[src/gdsl_defs.svh]
`ifndef GDSL_DEFS_SVH
`define GDSL_DEFS_SVH

// Clock.
`define GDSL_CLK_HZ         100000000
`define GDSL_CLK_NS         10

// Temperature output modulation.
`define GDSL_PWM_HZ         9000
`define GDSL_PWM_PERIOD_CYC (`GDSL_CLK_HZ / `GDSL_PWM_HZ)
`define GDSL_PWM_MIN_NS     30
`define GDSL_PWM_MIN_CYC    ((`GDSL_PWM_MIN_NS + `GDSL_CLK_NS - 1) / `GDSL_CLK_NS)
`define GDSL_TJ_SLOPE_X10   1623
`define GDSL_TJ_OFFS_X10    201
`define GDSL_FRAC_BITS      16

// Protection and detection timing.
`define GDSL_BLANK_NS       200
`define GDSL_BLANK_CYC      ((`GDSL_BLANK_NS + `GDSL_CLK_NS - 1) / `GDSL_CLK_NS)
`define GDSL_FLAG_DLY_NS    100
`define GDSL_FLAG_DLY_CYC   ((`GDSL_FLAG_DLY_NS + `GDSL_CLK_NS - 1) / `GDSL_CLK_NS)
`define GDSL_FLAG_WID_NS    500
`define GDSL_FLAG_WID_CYC   ((`GDSL_FLAG_WID_NS + `GDSL_CLK_NS - 1) / `GDSL_CLK_NS)
`define GDSL_QUAL_NS        50
`define GDSL_QUAL_CYC       ((`GDSL_QUAL_NS + `GDSL_CLK_NS - 1) / `GDSL_CLK_NS)

`endif

[src/gdsl_status_unused_guard.sv]
`include "gdsl_defs.svh"

[src/gdsl_pkg.sv]
package gdsl_pkg;

    typedef logic [15:0] gdsl_cnt_t;

    typedef enum logic [1:0] {
        IDM_OFF,
        IDM_BLANK,
        IDM_WATCH,
        IDM_ON
    } gdsl_idm_t;

endpackage

[src/gdsl_tmr_if.sv]
interface gdsl_tmr_if;
    logic start;
    logic busy;
    logic done;

    modport ctl (output start, input busy, input done);
    modport tmr (input start, output busy, output done);
endinterface

[src/gdsl_status.sv]
`include "gdsl_defs.svh"

////////////////////////////////////////////////////////////////////////////////
// Contract
// RULE1: Temperature output is a 9 kHz PWM, duty refreshed once per period.
// RULE2: High pulse never narrower than 30 ns, the width seen at 20 C and below.
// RULE3: Duty spans about 3% to 80% over 25 C to 150 C.
// RULE4: Reader converts duty to temperature as 162.3 times duty plus 20.1.
// RULE5: Above 150 C duty keeps rising linearly until the fault trips.
// RULE6: During overtemperature the output stays high; modulation resumes after hysteresis.
// RULE7: A falling command edge moves the diode controller to state 1, switch off.
// RULE8: State 1 holds off for a fixed blanking time, then always goes to state 2.
// RULE9: State 2 keeps switch off; negative drain voltage moves to state 3.
// RULE10: Entering overtemperature shutdown starts the diode controller in state 2; the code enters state 1 if the command falls in the same cycle.
// RULE11: State 3 turns switch on; forward current returns to state 2.
// RULE12: With an idle command the controller only alternates states 2 and 3.
// RULE13: Controller toggles an overheated switch first before driving the opposite one.
// RULE14: On each command rise, check whether drain voltage had gone below zero; the code ignores rises while a flag delay or pulse is running.
// RULE15: Confirmed soft turn-on gives one fixed-width flag pulse after a fixed delay.
// RULE16: Reverse conduction shorter than the qualifying time gives no flag pulse.
// RULE17: Hard or partial hard switching keeps the flag low for that cycle.
// RULE18: Past the overtemperature trip, the diode controller gates the switch, not the command.
// RULE19: Leaving driver overtemperature while still hot resumes diode-controller operation.
// RULE20: Blanking, flag delay, flag width and qualify time are parameterised cycle counts.
module gdsl_status
    import gdsl_pkg::*;
#(
    parameter int unsigned PWM_PERIOD_CYC = `GDSL_PWM_PERIOD_CYC
) (
    input  wire logic       clk_i,
    input  wire logic       rst_i,
    input  wire logic       sw_cmd_i,
    input  wire logic [7:0] temp_c_i,
    input  wire logic       gan_ot_i,
    input  wire logic       drv_ot_i,
    input  wire logic       vds_neg_i,
    input  wire logic       fwd_cur_i,
    output logic            temp_pwm_o,
    output logic            gate_on_o,
    output logic            thermal_shutdown_o,
    output logic            thermal_ideal_diode_mode_o,
    output logic            soft_switch_flag_out_o
);

    localparam int unsigned FRAC_K   = (PWM_PERIOD_CYC << `GDSL_FRAC_BITS) / `GDSL_TJ_SLOPE_X10;
    localparam logic [31:0] PERIOD_L = 32'(PWM_PERIOD_CYC);
    localparam logic [31:0] MIN_HI   = 32'(`GDSL_PWM_MIN_CYC);
    localparam gdsl_cnt_t   QUAL_CYC = gdsl_cnt_t'(`GDSL_QUAL_CYC);
    localparam int          BLANK_WAIT = `GDSL_BLANK_CYC + 1;
    localparam int          FLAG_AT    = `GDSL_FLAG_DLY_CYC + 1;

    ////////////////////////////////////////////////////////////////////////////
    // Command edges and overtemperature state.

    logic cmd_r;
    logic cmd_nxt;
    logic ts_r;
    logic ts_nxt;
    logic cmd_fall;
    logic cmd_rise;
    logic hot;
    logic idm_ok;

    assign cmd_fall = cmd_r && !sw_cmd_i;
    assign cmd_rise = !cmd_r && sw_cmd_i;
    assign hot      = gan_ot_i || drv_ot_i;
    assign idm_ok   = gan_ot_i && !drv_ot_i;

    always_comb begin
        cmd_nxt = sw_cmd_i;
        ts_nxt  = hot;
    end

    always_ff @(posedge clk_i or posedge rst_i) begin
        if (rst_i) begin
            cmd_r <= 1'b0;
            ts_r  <= 1'b0;
        end else begin
            cmd_r <= cmd_nxt;
            ts_r  <= ts_nxt;
        end
    end

    assign thermal_shutdown_o = ts_r;

    ////////////////////////////////////////////////////////////////////////////
    // Temperature PWM.

    logic [31:0] pcnt_r;
    logic [31:0] pcnt_nxt;
    logic [31:0] hi_r;
    logic [31:0] hi_nxt;
    logic        pwm_r;
    logic        pwm_nxt;
    logic        wrap;
    logic [31:0] tenths;
    logic [31:0] above;
    logic [31:0] target;

    assign wrap = (pcnt_r == PERIOD_L - 32'h0000_0001);

    always_comb begin
        tenths = 32'(temp_c_i) * 32'h0000_000a;
        above  = 32'h0000_0000;
        if (tenths > 32'(`GDSL_TJ_OFFS_X10)) begin
            above = tenths - 32'(`GDSL_TJ_OFFS_X10);
        end
        target = (above * 32'(FRAC_K)) >> `GDSL_FRAC_BITS; // RULE3 RULE5
        if (target < MIN_HI) begin
            target = MIN_HI; // RULE2
        end
        if (target > PERIOD_L) begin
            target = PERIOD_L;
        end
        pcnt_nxt = wrap ? 32'h0000_0000 : pcnt_r + 32'h0000_0001;
        hi_nxt   = wrap ? target : hi_r; // RULE1
        pwm_nxt  = hot || (pcnt_nxt < hi_r); // RULE6
    end

    always_ff @(posedge clk_i or posedge rst_i) begin
        if (rst_i) begin
            // Starting on the last count makes the first period after reset a full one.
            pcnt_r <= PERIOD_L - 32'h0000_0001;
            hi_r   <= MIN_HI;
            pwm_r  <= 1'b0;
        end else begin
            pcnt_r <= pcnt_nxt;
            hi_r   <= hi_nxt;
            pwm_r  <= pwm_nxt;
        end
    end

    assign temp_pwm_o = pwm_r;

    ////////////////////////////////////////////////////////////////////////////
    // Thermal ideal-diode controller and switch gating.

    gdsl_idm_t idm_r;
    gdsl_idm_t idm_nxt;
    logic      gate_r;
    logic      gate_nxt;

    gdsl_tmr_if blank_if ();

    gdsl_timer #(
        .CYCLES (gdsl_cnt_t'(`GDSL_BLANK_CYC)) // RULE20
    ) u_blank (
        .clk_i (clk_i),
        .rst_i (rst_i),
        .tmr   (blank_if.tmr)
    );

    assign blank_if.start = idm_ok && cmd_fall; // RULE7

    always_comb begin
        idm_nxt = idm_r;
        if (!idm_ok) begin
            idm_nxt = IDM_OFF;
        end else if (cmd_fall) begin
            idm_nxt = IDM_BLANK; // RULE7
        end else begin
            case (idm_r)
                IDM_OFF: begin
                    idm_nxt = IDM_WATCH; // RULE10 RULE19
                end
                IDM_BLANK: begin
                    if (blank_if.done) begin
                        idm_nxt = IDM_WATCH; // RULE8
                    end
                end
                IDM_WATCH: begin
                    if (vds_neg_i) begin
                        idm_nxt = IDM_ON; // RULE9 RULE12
                    end
                end
                IDM_ON: begin
                    if (fwd_cur_i) begin
                        idm_nxt = IDM_WATCH; // RULE11 RULE12
                    end
                end
                default: begin
                    idm_nxt = IDM_OFF;
                end
            endcase
        end
        if (idm_nxt == IDM_OFF) begin
            gate_nxt = sw_cmd_i && !hot;
        end else begin
            gate_nxt = (idm_nxt == IDM_ON); // RULE18
        end
    end

    always_ff @(posedge clk_i or posedge rst_i) begin
        if (rst_i) begin
            idm_r  <= IDM_OFF;
            gate_r <= 1'b0;
        end else begin
            idm_r  <= idm_nxt;
            gate_r <= gate_nxt;
        end
    end

    assign gate_on_o                  = gate_r;
    assign thermal_ideal_diode_mode_o = (idm_r != IDM_OFF);

    ////////////////////////////////////////////////////////////////////////////
    // Soft-switch detection and flag pulse.

    gdsl_cnt_t qual_r;
    gdsl_cnt_t qual_nxt;
    logic      qualified;
    logic      flag_start;

    gdsl_tmr_if dly_if ();
    gdsl_tmr_if wid_if ();

    gdsl_timer #(
        .CYCLES (gdsl_cnt_t'(`GDSL_FLAG_DLY_CYC))
    ) u_dly (
        .clk_i (clk_i),
        .rst_i (rst_i),
        .tmr   (dly_if.tmr)
    );

    gdsl_timer #(
        .CYCLES (gdsl_cnt_t'(`GDSL_FLAG_WID_CYC))
    ) u_wid (
        .clk_i (clk_i),
        .rst_i (rst_i),
        .tmr   (wid_if.tmr)
    );

    // Reverse conduction must last the whole qualifying time without a break.
    always_comb begin
        qual_nxt = 16'h0000;
        if (vds_neg_i) begin
            qual_nxt = (qual_r == QUAL_CYC) ? qual_r : qual_r + 16'h0001; // RULE16
        end
    end

    always_ff @(posedge clk_i or posedge rst_i) begin
        if (rst_i) begin
            qual_r <= 16'h0000;
        end else begin
            qual_r <= qual_nxt;
        end
    end

    assign qualified    = (qual_r == QUAL_CYC);
    assign flag_start   = cmd_rise && qualified && !dly_if.busy && !wid_if.busy; // RULE14 RULE17
    assign dly_if.start = flag_start;
    assign wid_if.start = dly_if.done; // RULE15

    assign soft_switch_flag_out_o = wid_if.busy;
endmodule

[src/gdsl_timer.sv]
`include "gdsl_defs.svh"

// One-shot down counter: start loads CYCLES, busy while counting, done in the last cycle.
module gdsl_timer
    import gdsl_pkg::*;
#(
    parameter gdsl_cnt_t CYCLES = 16'h0001
) (
    input  wire logic clk_i,
    input  wire logic rst_i,
    gdsl_tmr_if.tmr   tmr
);

    gdsl_cnt_t cnt_r;
    gdsl_cnt_t cnt_nxt;

    always_comb begin
        cnt_nxt = cnt_r;
        if (tmr.start) begin
            cnt_nxt = CYCLES;
        end else if (cnt_r != 16'h0000) begin
            cnt_nxt = cnt_r - 16'h0001;
        end
    end

    always_ff @(posedge clk_i or posedge rst_i) begin
        if (rst_i) begin
            cnt_r <= 16'h0000;
        end else begin
            cnt_r <= cnt_nxt;
        end
    end

    assign tmr.busy = (cnt_r != 16'h0000);
    assign tmr.done = (cnt_r == 16'h0001) && !tmr.start;

endmodule

[config.mk]
export PLATFORM = sky130hd
export DESIGN_NAME = gdsl_status
export DESIGN_NICKNAME = d
export VERILOG_FILES = /design/src/gdsl_status_unused_guard.sv /design/src/gdsl_pkg.sv /design/src/gdsl_tmr_if.sv /design/src/gdsl_status.sv /design/src/gdsl_timer.sv
export VERILOG_INCLUDE_DIRS = /design/src /design/src/src
export SDC_FILE = /design/constraint.sdc
export NUM_CORES = 1
export LEC_CHECK = 0
export ABC_AREA = 1
export BUFFER_PORTS_ARGS = -buffer_cell sky130_fd_sc_hd__clkbuf_2
export CAP_MARGIN = 10
export CORE_ASPECT_RATIO = 0.5
export CORE_UTILIZATION = 59
export CTS_CLUSTER_DIAMETER = 120
export DETAILED_ROUTE_END_ITERATION = 6
export PLACE_DENSITY = 0.78
export RECOVER_POWER = 100
export SETUP_SLACK_MARGIN = 0.02
export SLEW_MARGIN = 10
export SYNTH_ARGS = -nofsm -noshare
export SYNTH_HDL_FRONTEND = slang
export SYNTH_SLANG_ARGS = --single-unit
[constraint.sdc]
create_clock -name clk_i -period 3.51 [get_ports clk_i]
set_clock_uncertainty 0.2 [all_clocks]
set_input_delay 0.1755 -clock clk_i [delete_from_list [all_inputs] [get_ports clk_i]]
set_output_delay 0.1755 -clock clk_i [all_outputs]
set_load 0.01 [all_outputs]
==> Implementation_results.wiki, run 1 <==
{| class="wikitable"
! Metric !! Value
|-
| First-pass detailed-route iteration total || 6
|-
| Starting Density || 60.5%
|-
| Critical-path top delay cell || sky130_fd_sc_hd__fa_1
|-
| Clock sinks || 118
|-
| CTS tree || yes
|-
| Wire length of the first global-routing pass || 55000 µm
|-
| Yosys reg bits || 118
|-
| Required time at the endpoint of the critical path || 3.61 ns
|-
| Worst Setup End Kind || flip-flop
|-
| TritonCTS Buffers || 17
|-
| Placed Instance Area || 0.0145 mm²
|-
| Die area || 0.0219 mm²
|-
| Synthesis Warnings || 0
|-
| WS Path Type || input pin to flip-flop
|-
| Maximum fanout count along the critical path || 7
|-
| Synthesized cell area || 0.0125 mm²
|-
| Multi-input combinational cell area || 0.00910 mm²
|-
| DRC errors left || 0
|-
| Total count of max-transition violations in the final report || 0
|-
| Final-report setup violation count || 15
|-
| Post-layout nets || 2165
|-
| Storage element area || 0.00297 mm²
|-
| Violation count after the first detailed-route iteration || 869
|-
| Port Buf Inserts || 19
|-
| Failing checks || setup timing
|-
| Total number of vias || 12100
|-
| Cell type contributing the most total cell area after synthesis || sky130_fd_sc_hd__dfrtp_1
|-
| Fraction of the yosys area taken by sequential cells || 23.7%
|-
| Startpoint types || input pin
|-
| Hold WC Path Type || flip-flop to flip-flop
|-
| Post-route cell area || 0.0164 mm²
|-
| Data arrival time of the worst path || 7.24 ns
|-
| Vias in the first global route || 12300
|-
| Number of placed I/O pins || 20
|-
| Worst-case setup margin in the final layout || -3.64 ns
|-
| Aggregate negative setup slack || -50.32 ns
|-
| Final hold viol count || 0
|-
| Post-synth ARST share || 100%
|-
| Die Wd || 208 µm
|-
| Area share of the largest cell type after synthesis || 21.6%
|-
| Clock Root Buffer || sky130_fd_sc_hd__clkbuf_16
|-
| Number of buffers between clock root and the deepest sink || 2
|-
| Wire length per cell || 16.1 µm
|-
| Number of antenna-violating nets in the routed design || 0
|-
| Pin count of the biggest net entering global routing || 73
|-
| Post-detail-place hpwl || 25200 µm
|-
| Number of enable flip-flop cells after synthesis || 0
|-
| Overall overflow remaining after global route || 0
|-
| Core ar. || 0.0207 mm²
|-
| Worst Max-Slew Pin Slew || 1.46 ns
|-
| Fraction of layout instances using a drive strength above 1 || 26.0%
|-
| Final critical-path required period || 7.15 ns
|-
| Post-synth net total || 1908
|-
| Maximum cell stage delay along the critical path || 0.55 ns
|-
| Layout fillers || 1285
|-
| Count of placed standard cells in the final layout, fillers left out || 2204
|-
| Final antenna diode count || 0
|-
| Final period util || 204%
|-
| Flip-flop cell with the highest count after synthesis || sky130_fd_sc_hd__dfrtp_1
|-
| Layout overhead on the synthesized area || 31.0%
|-
| H-tree depth || 4
|-
| Unrepaired setup endpoints after global routing || true
|-
| Placer Congestion || 0.940
|-
| Total routing resource utilization after global routing || 30.9%
|-
| Post-Synthesis Mean Instance Area || 7.54 µm²
|-
| Run status || complete, but fails checks
|-
| Final WL || 35500 µm
|-
| Leading post-synthesis cells by cell area || sky130_fd_sc_hd__dfrtp_1, sky130_fd_sc_hd__ha_1, sky130_fd_sc_hd__fa_1, sky130_fd_sc_hd__inv_1, sky130_fd_sc_hd__nand2_1
|-
| Relative slew margins || 2.29%
|-
| Count of mapped cells out of synthesis || 1661
|-
| Max Cap Viol || 0
|-
| Initial antenna violation count || 0
|-
| Placed instance count || 2123
|-
| Mean number of vias per cell || 5.50
|-
| Peak clock frequency supported by timing || 140 MHz
|-
| Clock Latency Late Sink || 0.43 ns
|-
| Std cell rows || 37
|-
| Floorplan die height || 105 µm
|-
| Clock Pin Slew Worst Setup and Hold Paths || 0.05 ns
|-
| Number of distinct library cell variants in the gate-level netlist after synthesis || 56
|}
==> path summary, 6_finish.rpt <==
check	endpoint	cells past startpoint	startpoint	slack, ns
min in group asynchronous	u_blank.cnt_r[15]	3	rst_i	0.54
hold reg to reg	u_dly.cnt_r[15]	1	u_dly.cnt_r[15]	0.27
setup reg to reg	temp_pwm_o	13	pcnt_r[5]	-0.16
hold / removal	u_dly.cnt_r[15]	1	u_dly.cnt_r[15]	0.27
max in group asynchronous	pcnt_r[4]	4	rst_i	0.74
setup / recovery	hi_r[3]	39	temp_c_i[1]	-3.64
==> Yosys cell counts (2+ instances only) <==
master                     instances
sky130_fd_sc_hd__inv_1           389
sky130_fd_sc_hd__nand2_1         249
sky130_fd_sc_hd__nor2_1          181
sky130_fd_sc_hd__ha_1            158
sky130_fd_sc_hd__dfrtp_1         108
sky130_fd_sc_hd__a21oi_1          83
sky130_fd_sc_hd__fa_1             74
sky130_fd_sc_hd__nand3_1          62
sky130_fd_sc_hd__o21ai_0          61
sky130_fd_sc_hd__nor3_1           53
sky130_fd_sc_hd__nand4_1          34
sky130_fd_sc_hd__xor2_1           34
sky130_fd_sc_hd__nor4_1           30
sky130_fd_sc_hd__xnor2_1          16
sky130_fd_sc_hd__clkbuf_1         12
sky130_fd_sc_hd__o21a_1           12
sky130_fd_sc_hd__a21oi_2          10
sky130_fd_sc_hd__dfstp_2          10
sky130_fd_sc_hd__nand2_2           8
sky130_fd_sc_hd__or2_2             8
sky130_fd_sc_hd__nor3b_1           6
sky130_fd_sc_hd__a211oi_1          5
sky130_fd_sc_hd__a31oi_1           5
sky130_fd_sc_hd__a21o_1            4
sky130_fd_sc_hd__nand3b_1          4
sky130_fd_sc_hd__nor2_2            4
sky130_fd_sc_hd__nand3_2           3
sky130_fd_sc_hd__nor4_2            3
sky130_fd_sc_hd__o211ai_1          3
sky130_fd_sc_hd__a221oi_1          2
sky130_fd_sc_hd__clkinv_1          2
sky130_fd_sc_hd__o21ai_1           2
sky130_fd_sc_hd__o22ai_1           2
sky130_fd_sc_hd__or2_1             2
==> layout by cell type, fill, tap and decap left out, drive strengths merged, types with 10 or more instances in the layout <==
master,instances
fa,74
xor2,35
or2,10
xnor2,17
buf,219
dfrtp,108
nand4,34
nor2,186
o21a,12
nand2,259
ha,158
clkbuf,40
nand3,67
dfstp,10
nor4,33
a21oi,94
o21ai,64
inv,389
nor3,54
==> layer usage <==
layer	part of all wire (%)	up-vias	track usage, %	routed length, µm
li1	-	5809	-	-
met1	40	5771	35.7	14300
met2	51	405	58.3	18200
met3	3.9	144	3.40	1390
met4	4.6	0	13.1	1640
met5	0	-	0	0
==> flip-flops by register name, indices dropped and copies added, names as in the netlist <==
signal	flops
gate_on_o	1
cmd_r	1
u_wid.cnt_r	16
u_blank.cnt_r	16
temp_pwm_o	1
pcnt_r	32
idm_r	2
u_dly.cnt_r	16
hi_r	16
thermal_shutdown_o	1
qual_r	16
==> stage by stage <==
stage	setup slack [ns]	hold slack (ns)	utilization, %
2_1_floorplan	-3.79	0.00693	-
3_3_place_gp	-4.04	0.127	69.9
3_5_place_dp	-4.21	0.123	69.9
4_1_cts	-3.42	0.237	76.6
5_1_grt	-3.88	0.266	79.3
6_report	-3.64	0.269	79.3
==> critical path, delay by kind of cell <==
family | cells | cell delay, ns
fa+ha+maj | 9 | 3.36
buf+inv | 8 | 0.79
compound gates | 6 | 0.88
simple gates | 14 | 1.53
xor+xnor | 2 | 0.48
==> logic make-up (layout without fill, tap and decap cells) <==
logic type                 after synthesis  in the layout  synth area share (%)
and+or+nand+nor                        655            657                  23.5
xor gates and xnor gates                52             52                  3.76
adders and majority gates              232            232                  27.6
DFF                                    118            118                  23.7
buffers and inverters                  406            674                  12.3
AOI/OAI and AO/OA                      198            198                  9.16
==> area by class of cell <==
| type | count | share of cell area (%) |
|---|---|---|
| Clock inverter | 15 | 1.10 |
| Inverter | 392 | 9.09 |
| Clock buffer | 17 | 2.59 |
| Sequential cell | 118 | 18.1 |
| Multi-Input combinational cell | 1139 | 55.4 |
| Tap cell | 273 | 2.08 |
| Timing Repair Buffer | 250 | 11.6 |
==> repair_timing <==
action	CTS	global route
setup buffers	17	23
setup endpoints to repair	14	16
hold buffers	8	0
hold endpoints to repair	80	0
resized for setup	125	130
pin swaps	78	88
gates cloned	2	0
Power of run 1 is left out: the tool's default activity adds up to more than one toggle a clock period on the data nets, which glitch-free logic cannot reach.
==> inputs of run 2 (changes only) <==
CORE_UTILIZATION = 65   (was 59)
PLACE_DENSITY = 0.82   (was 0.78)
clock period = 7.9 ns   (was 3.51 ns; I/O delays follow)
==> run 2 against run 1 <==
  * The flow finishes with violations (capacitance limit, slew limit)
  * Sequential share of layout area rose by 2.5 points
  * Hold slack worse by 0.21 ns
  * Critical path depth decreased by 1
  * Clock-buffer cell count is 4 higher
  * Critical endpoint is now hi_r[12]
  * Via count fell by 7.6%
  * Non-clock buffer count decreased by 150
  * First-iteration DRC count decreased by 31%
  * Sequential cell count is the same
  * Final cell count fell by 7.4%
  * Wire length down 14%
==> Implementation_results.wiki, run 2 (synthesis results as in run 1) <==
{| class="wikitable"
! Metric !! Value
|-
| Run status || complete, but fails checks
|-
| Failing checks || capacitance limit, slew limit
|-
| Core ar. || 0.0186 mm²
|-
| Worst hold slack || 0.0599 ns
|-
| Die area || 0.0199 mm²
|-
| Hold WC Path Type || input pin to flip-flop
|-
| Initial antenna violation count || 0
|-
| WS Path Type || input pin to flip-flop
|-
| Overall overflow remaining after global route || 0
|-
| Launch point of the worst path || temp_c_i[1]
|-
| Placer Congestion || 1.00
|-
| Family with the most delay on the worst path || adder cells
|-
| Required time at the endpoint of the critical path || 8.03 ns
|-
| Post-layout nets || 2015
|-
| TritonCTS Buffers || 17
|-
| Critical-path top delay cell || sky130_fd_sc_hd__fa_1
|-
| H-tree depth || 4
|-
| Wire length per cell || 14.9 µm
|-
| Clock Root Buffer || sky130_fd_sc_hd__clkbuf_16
|-
| Clock Latency Late Sink || 0.42 ns
|-
| Total routing resource utilization after global routing || 31.3%
|-
| Fraction of layout instances using a drive strength above 1 || 12.5%
|-
| Relative slew margins || -170%
|-
| Clock Pin Slew Worst Setup and Hold Paths || 0.05 ns
|-
| Violation count after the first detailed-route iteration || 600
|-
| Highest-count cells in the layout ignoring fill and taps || sky130_fd_sc_hd__inv_1, sky130_fd_sc_hd__nand2_1, sky130_fd_sc_hd__nor2_1, sky130_fd_sc_hd__ha_1, sky130_fd_sc_hd__dfrtp_1
|-
| Std cell rows || 35
|-
| Number of antenna-violating nets in the routed design || 0
|-
| DRC errors left || 0
|-
| Clock sinks || 118
|-
| Buffers plus inverters on the worst setup path || 12
|-
| Final-report setup violation count || 0
|-
| Worst Setup End Kind || flip-flop
|-
| Post-route cell area || 0.0144 mm²
|-
| Floorplan die height || 100 µm
|-
| Startpoint types || input pin
|-
| Unrepaired setup endpoints after global routing || true
|-
| Maximum fanout count along the critical path || 5
|-
| Maximum cell stage delay along the critical path || 0.55 ns
|-
| Final hold viol count || 0
|-
| Final antenna diode count || 0
|-
| Reg2reg start || pcnt_r[11]
|-
| Data arrival time of the worst path || 7.86 ns
|-
| Placement-stage worst setup slack || -0.290 ns
|-
| Layout overhead on the synthesized area || 15.1%
|-
| Total count of max-transition violations in the final report || 121
|-
| Worst Max-Slew Pin Slew || 4.05 ns
|-
| Vias in the first global route || 11300
|-
| Final period util || 97.8%
|-
| Port Buf Inserts || 19
|-
| Final WL || 30300 µm
|-
| Max reg flops || 32
|-
| Wire length of the first global-routing pass || 49800 µm
|-
| Total number of vias || 11200
|-
| CTS tree || yes
|-
| Number of buffers between clock root and the deepest sink || 2
|-
| Most common cell after layout, fill and taps aside || sky130_fd_sc_hd__inv_1
|-
| Placed Instance Area || 0.0134 mm²
|-
| Post-detail-place hpwl || 23700 µm
|-
| Pin count of the biggest net entering global routing || 79
|-
| Max Cap Viol || 2
|-
| Final critical-path required period || 7.73 ns
|-
| Cell mode on critical path || sky130_fd_sc_hd__inv_1
|-
| Largest register by flop count || pcnt_r
|-
| Starting Density || 67.3%
|-
| Die Wd || 198 µm
|-
| Mean number of vias per cell || 5.49
|-
| Worst-case setup margin in the final layout || 0.173 ns
|-
| Peak clock frequency supported by timing || 129 MHz
|-
| Startpoint of the tightest hold check path || gan_ot_i
|-
| Final standard cell utilization of the core || 77.5%
|-
| Number of placed I/O pins || 20
|-
| First-pass detailed-route iteration total || 5
|}
[run 2: cell types whose count changed in the layout (fill, tap and decap cells not counted), sizes merged]
cell | previous run | this run
clkinvlp | 8 | 3
bufinv | 3 | 4
clkbuf | 40 | 42
buf | 219 | 77
dlygate4sd3 | 8 | 2
[run 2: cell type report]
cell class,count,area [µm²]
clock buffers,21,450
clock inverters,11,173
fillers,1283,4190
inverters,392,1480
multi-input cells,1139,8330
flip-flops and latches,118,2970
well taps,259,324
repair buffers,100,701
[run 2: path summary, 6_finish.rpt]
path                                           end  slack [ns]  depth (start not counted)
max in group asynchronous                  hi_r[5]        2.24                          4
worst max-delay path                      hi_r[12]        0.17                         38
worst min-delay path            thermal_shutdown_o        0.06                          2
min in group asynchronous          u_wid.cnt_r[13]        0.76                          3
worst min register to register   u_blank.cnt_r[15]        0.27                          1
worst max register to register          temp_pwm_o        3.32                         14
[run 2: through the flow]
stage	TNS (ns)	cells
3_3_place_gp	-0.228	1995
3_5_place_dp	-3.21	1995
6_report	0	2040
5_1_grt	-0.925	2040
2_1_floorplan	0	1661
4_1_cts	0	2029
[run 2: layer usage]
layer / wire, µm / vias up / track usage (%) / part of all wire, %
li1: - / 5496 / - / -
met1: 13100 / 5324 / 36.7 / 43
met2: 15400 / 317 / 59.1 / 51
met3: 1130 / 68 / 4.03 / 3.7
met4: 704 / 0 / 11.2 / 2.3
met5: 0 / - / 0 / 0
[run 2: timing repair]
action	4_1_cts	5_1_grt
buffers inserted	0	9
gates resized for setup	0	67
endpoints found under the hold margin	41	0
hold buffers	2	0
endpoints found under the setup margin	0	14
[run 2: worst reg2reg max path: cells and delay by family, from the launching register on]
kind / cells / cell delay [ns]
AO/OA/AOI/OAI: 6 / 0.89
adder cells (fa/ha/maj): 1 / 0.31
buffers and inverters: 2 / 0.69
flip-flops: 1 / 0.53
AND/OR/NAND/NOR: 5 / 1.87
Power of run 2 is left out for the same reason.
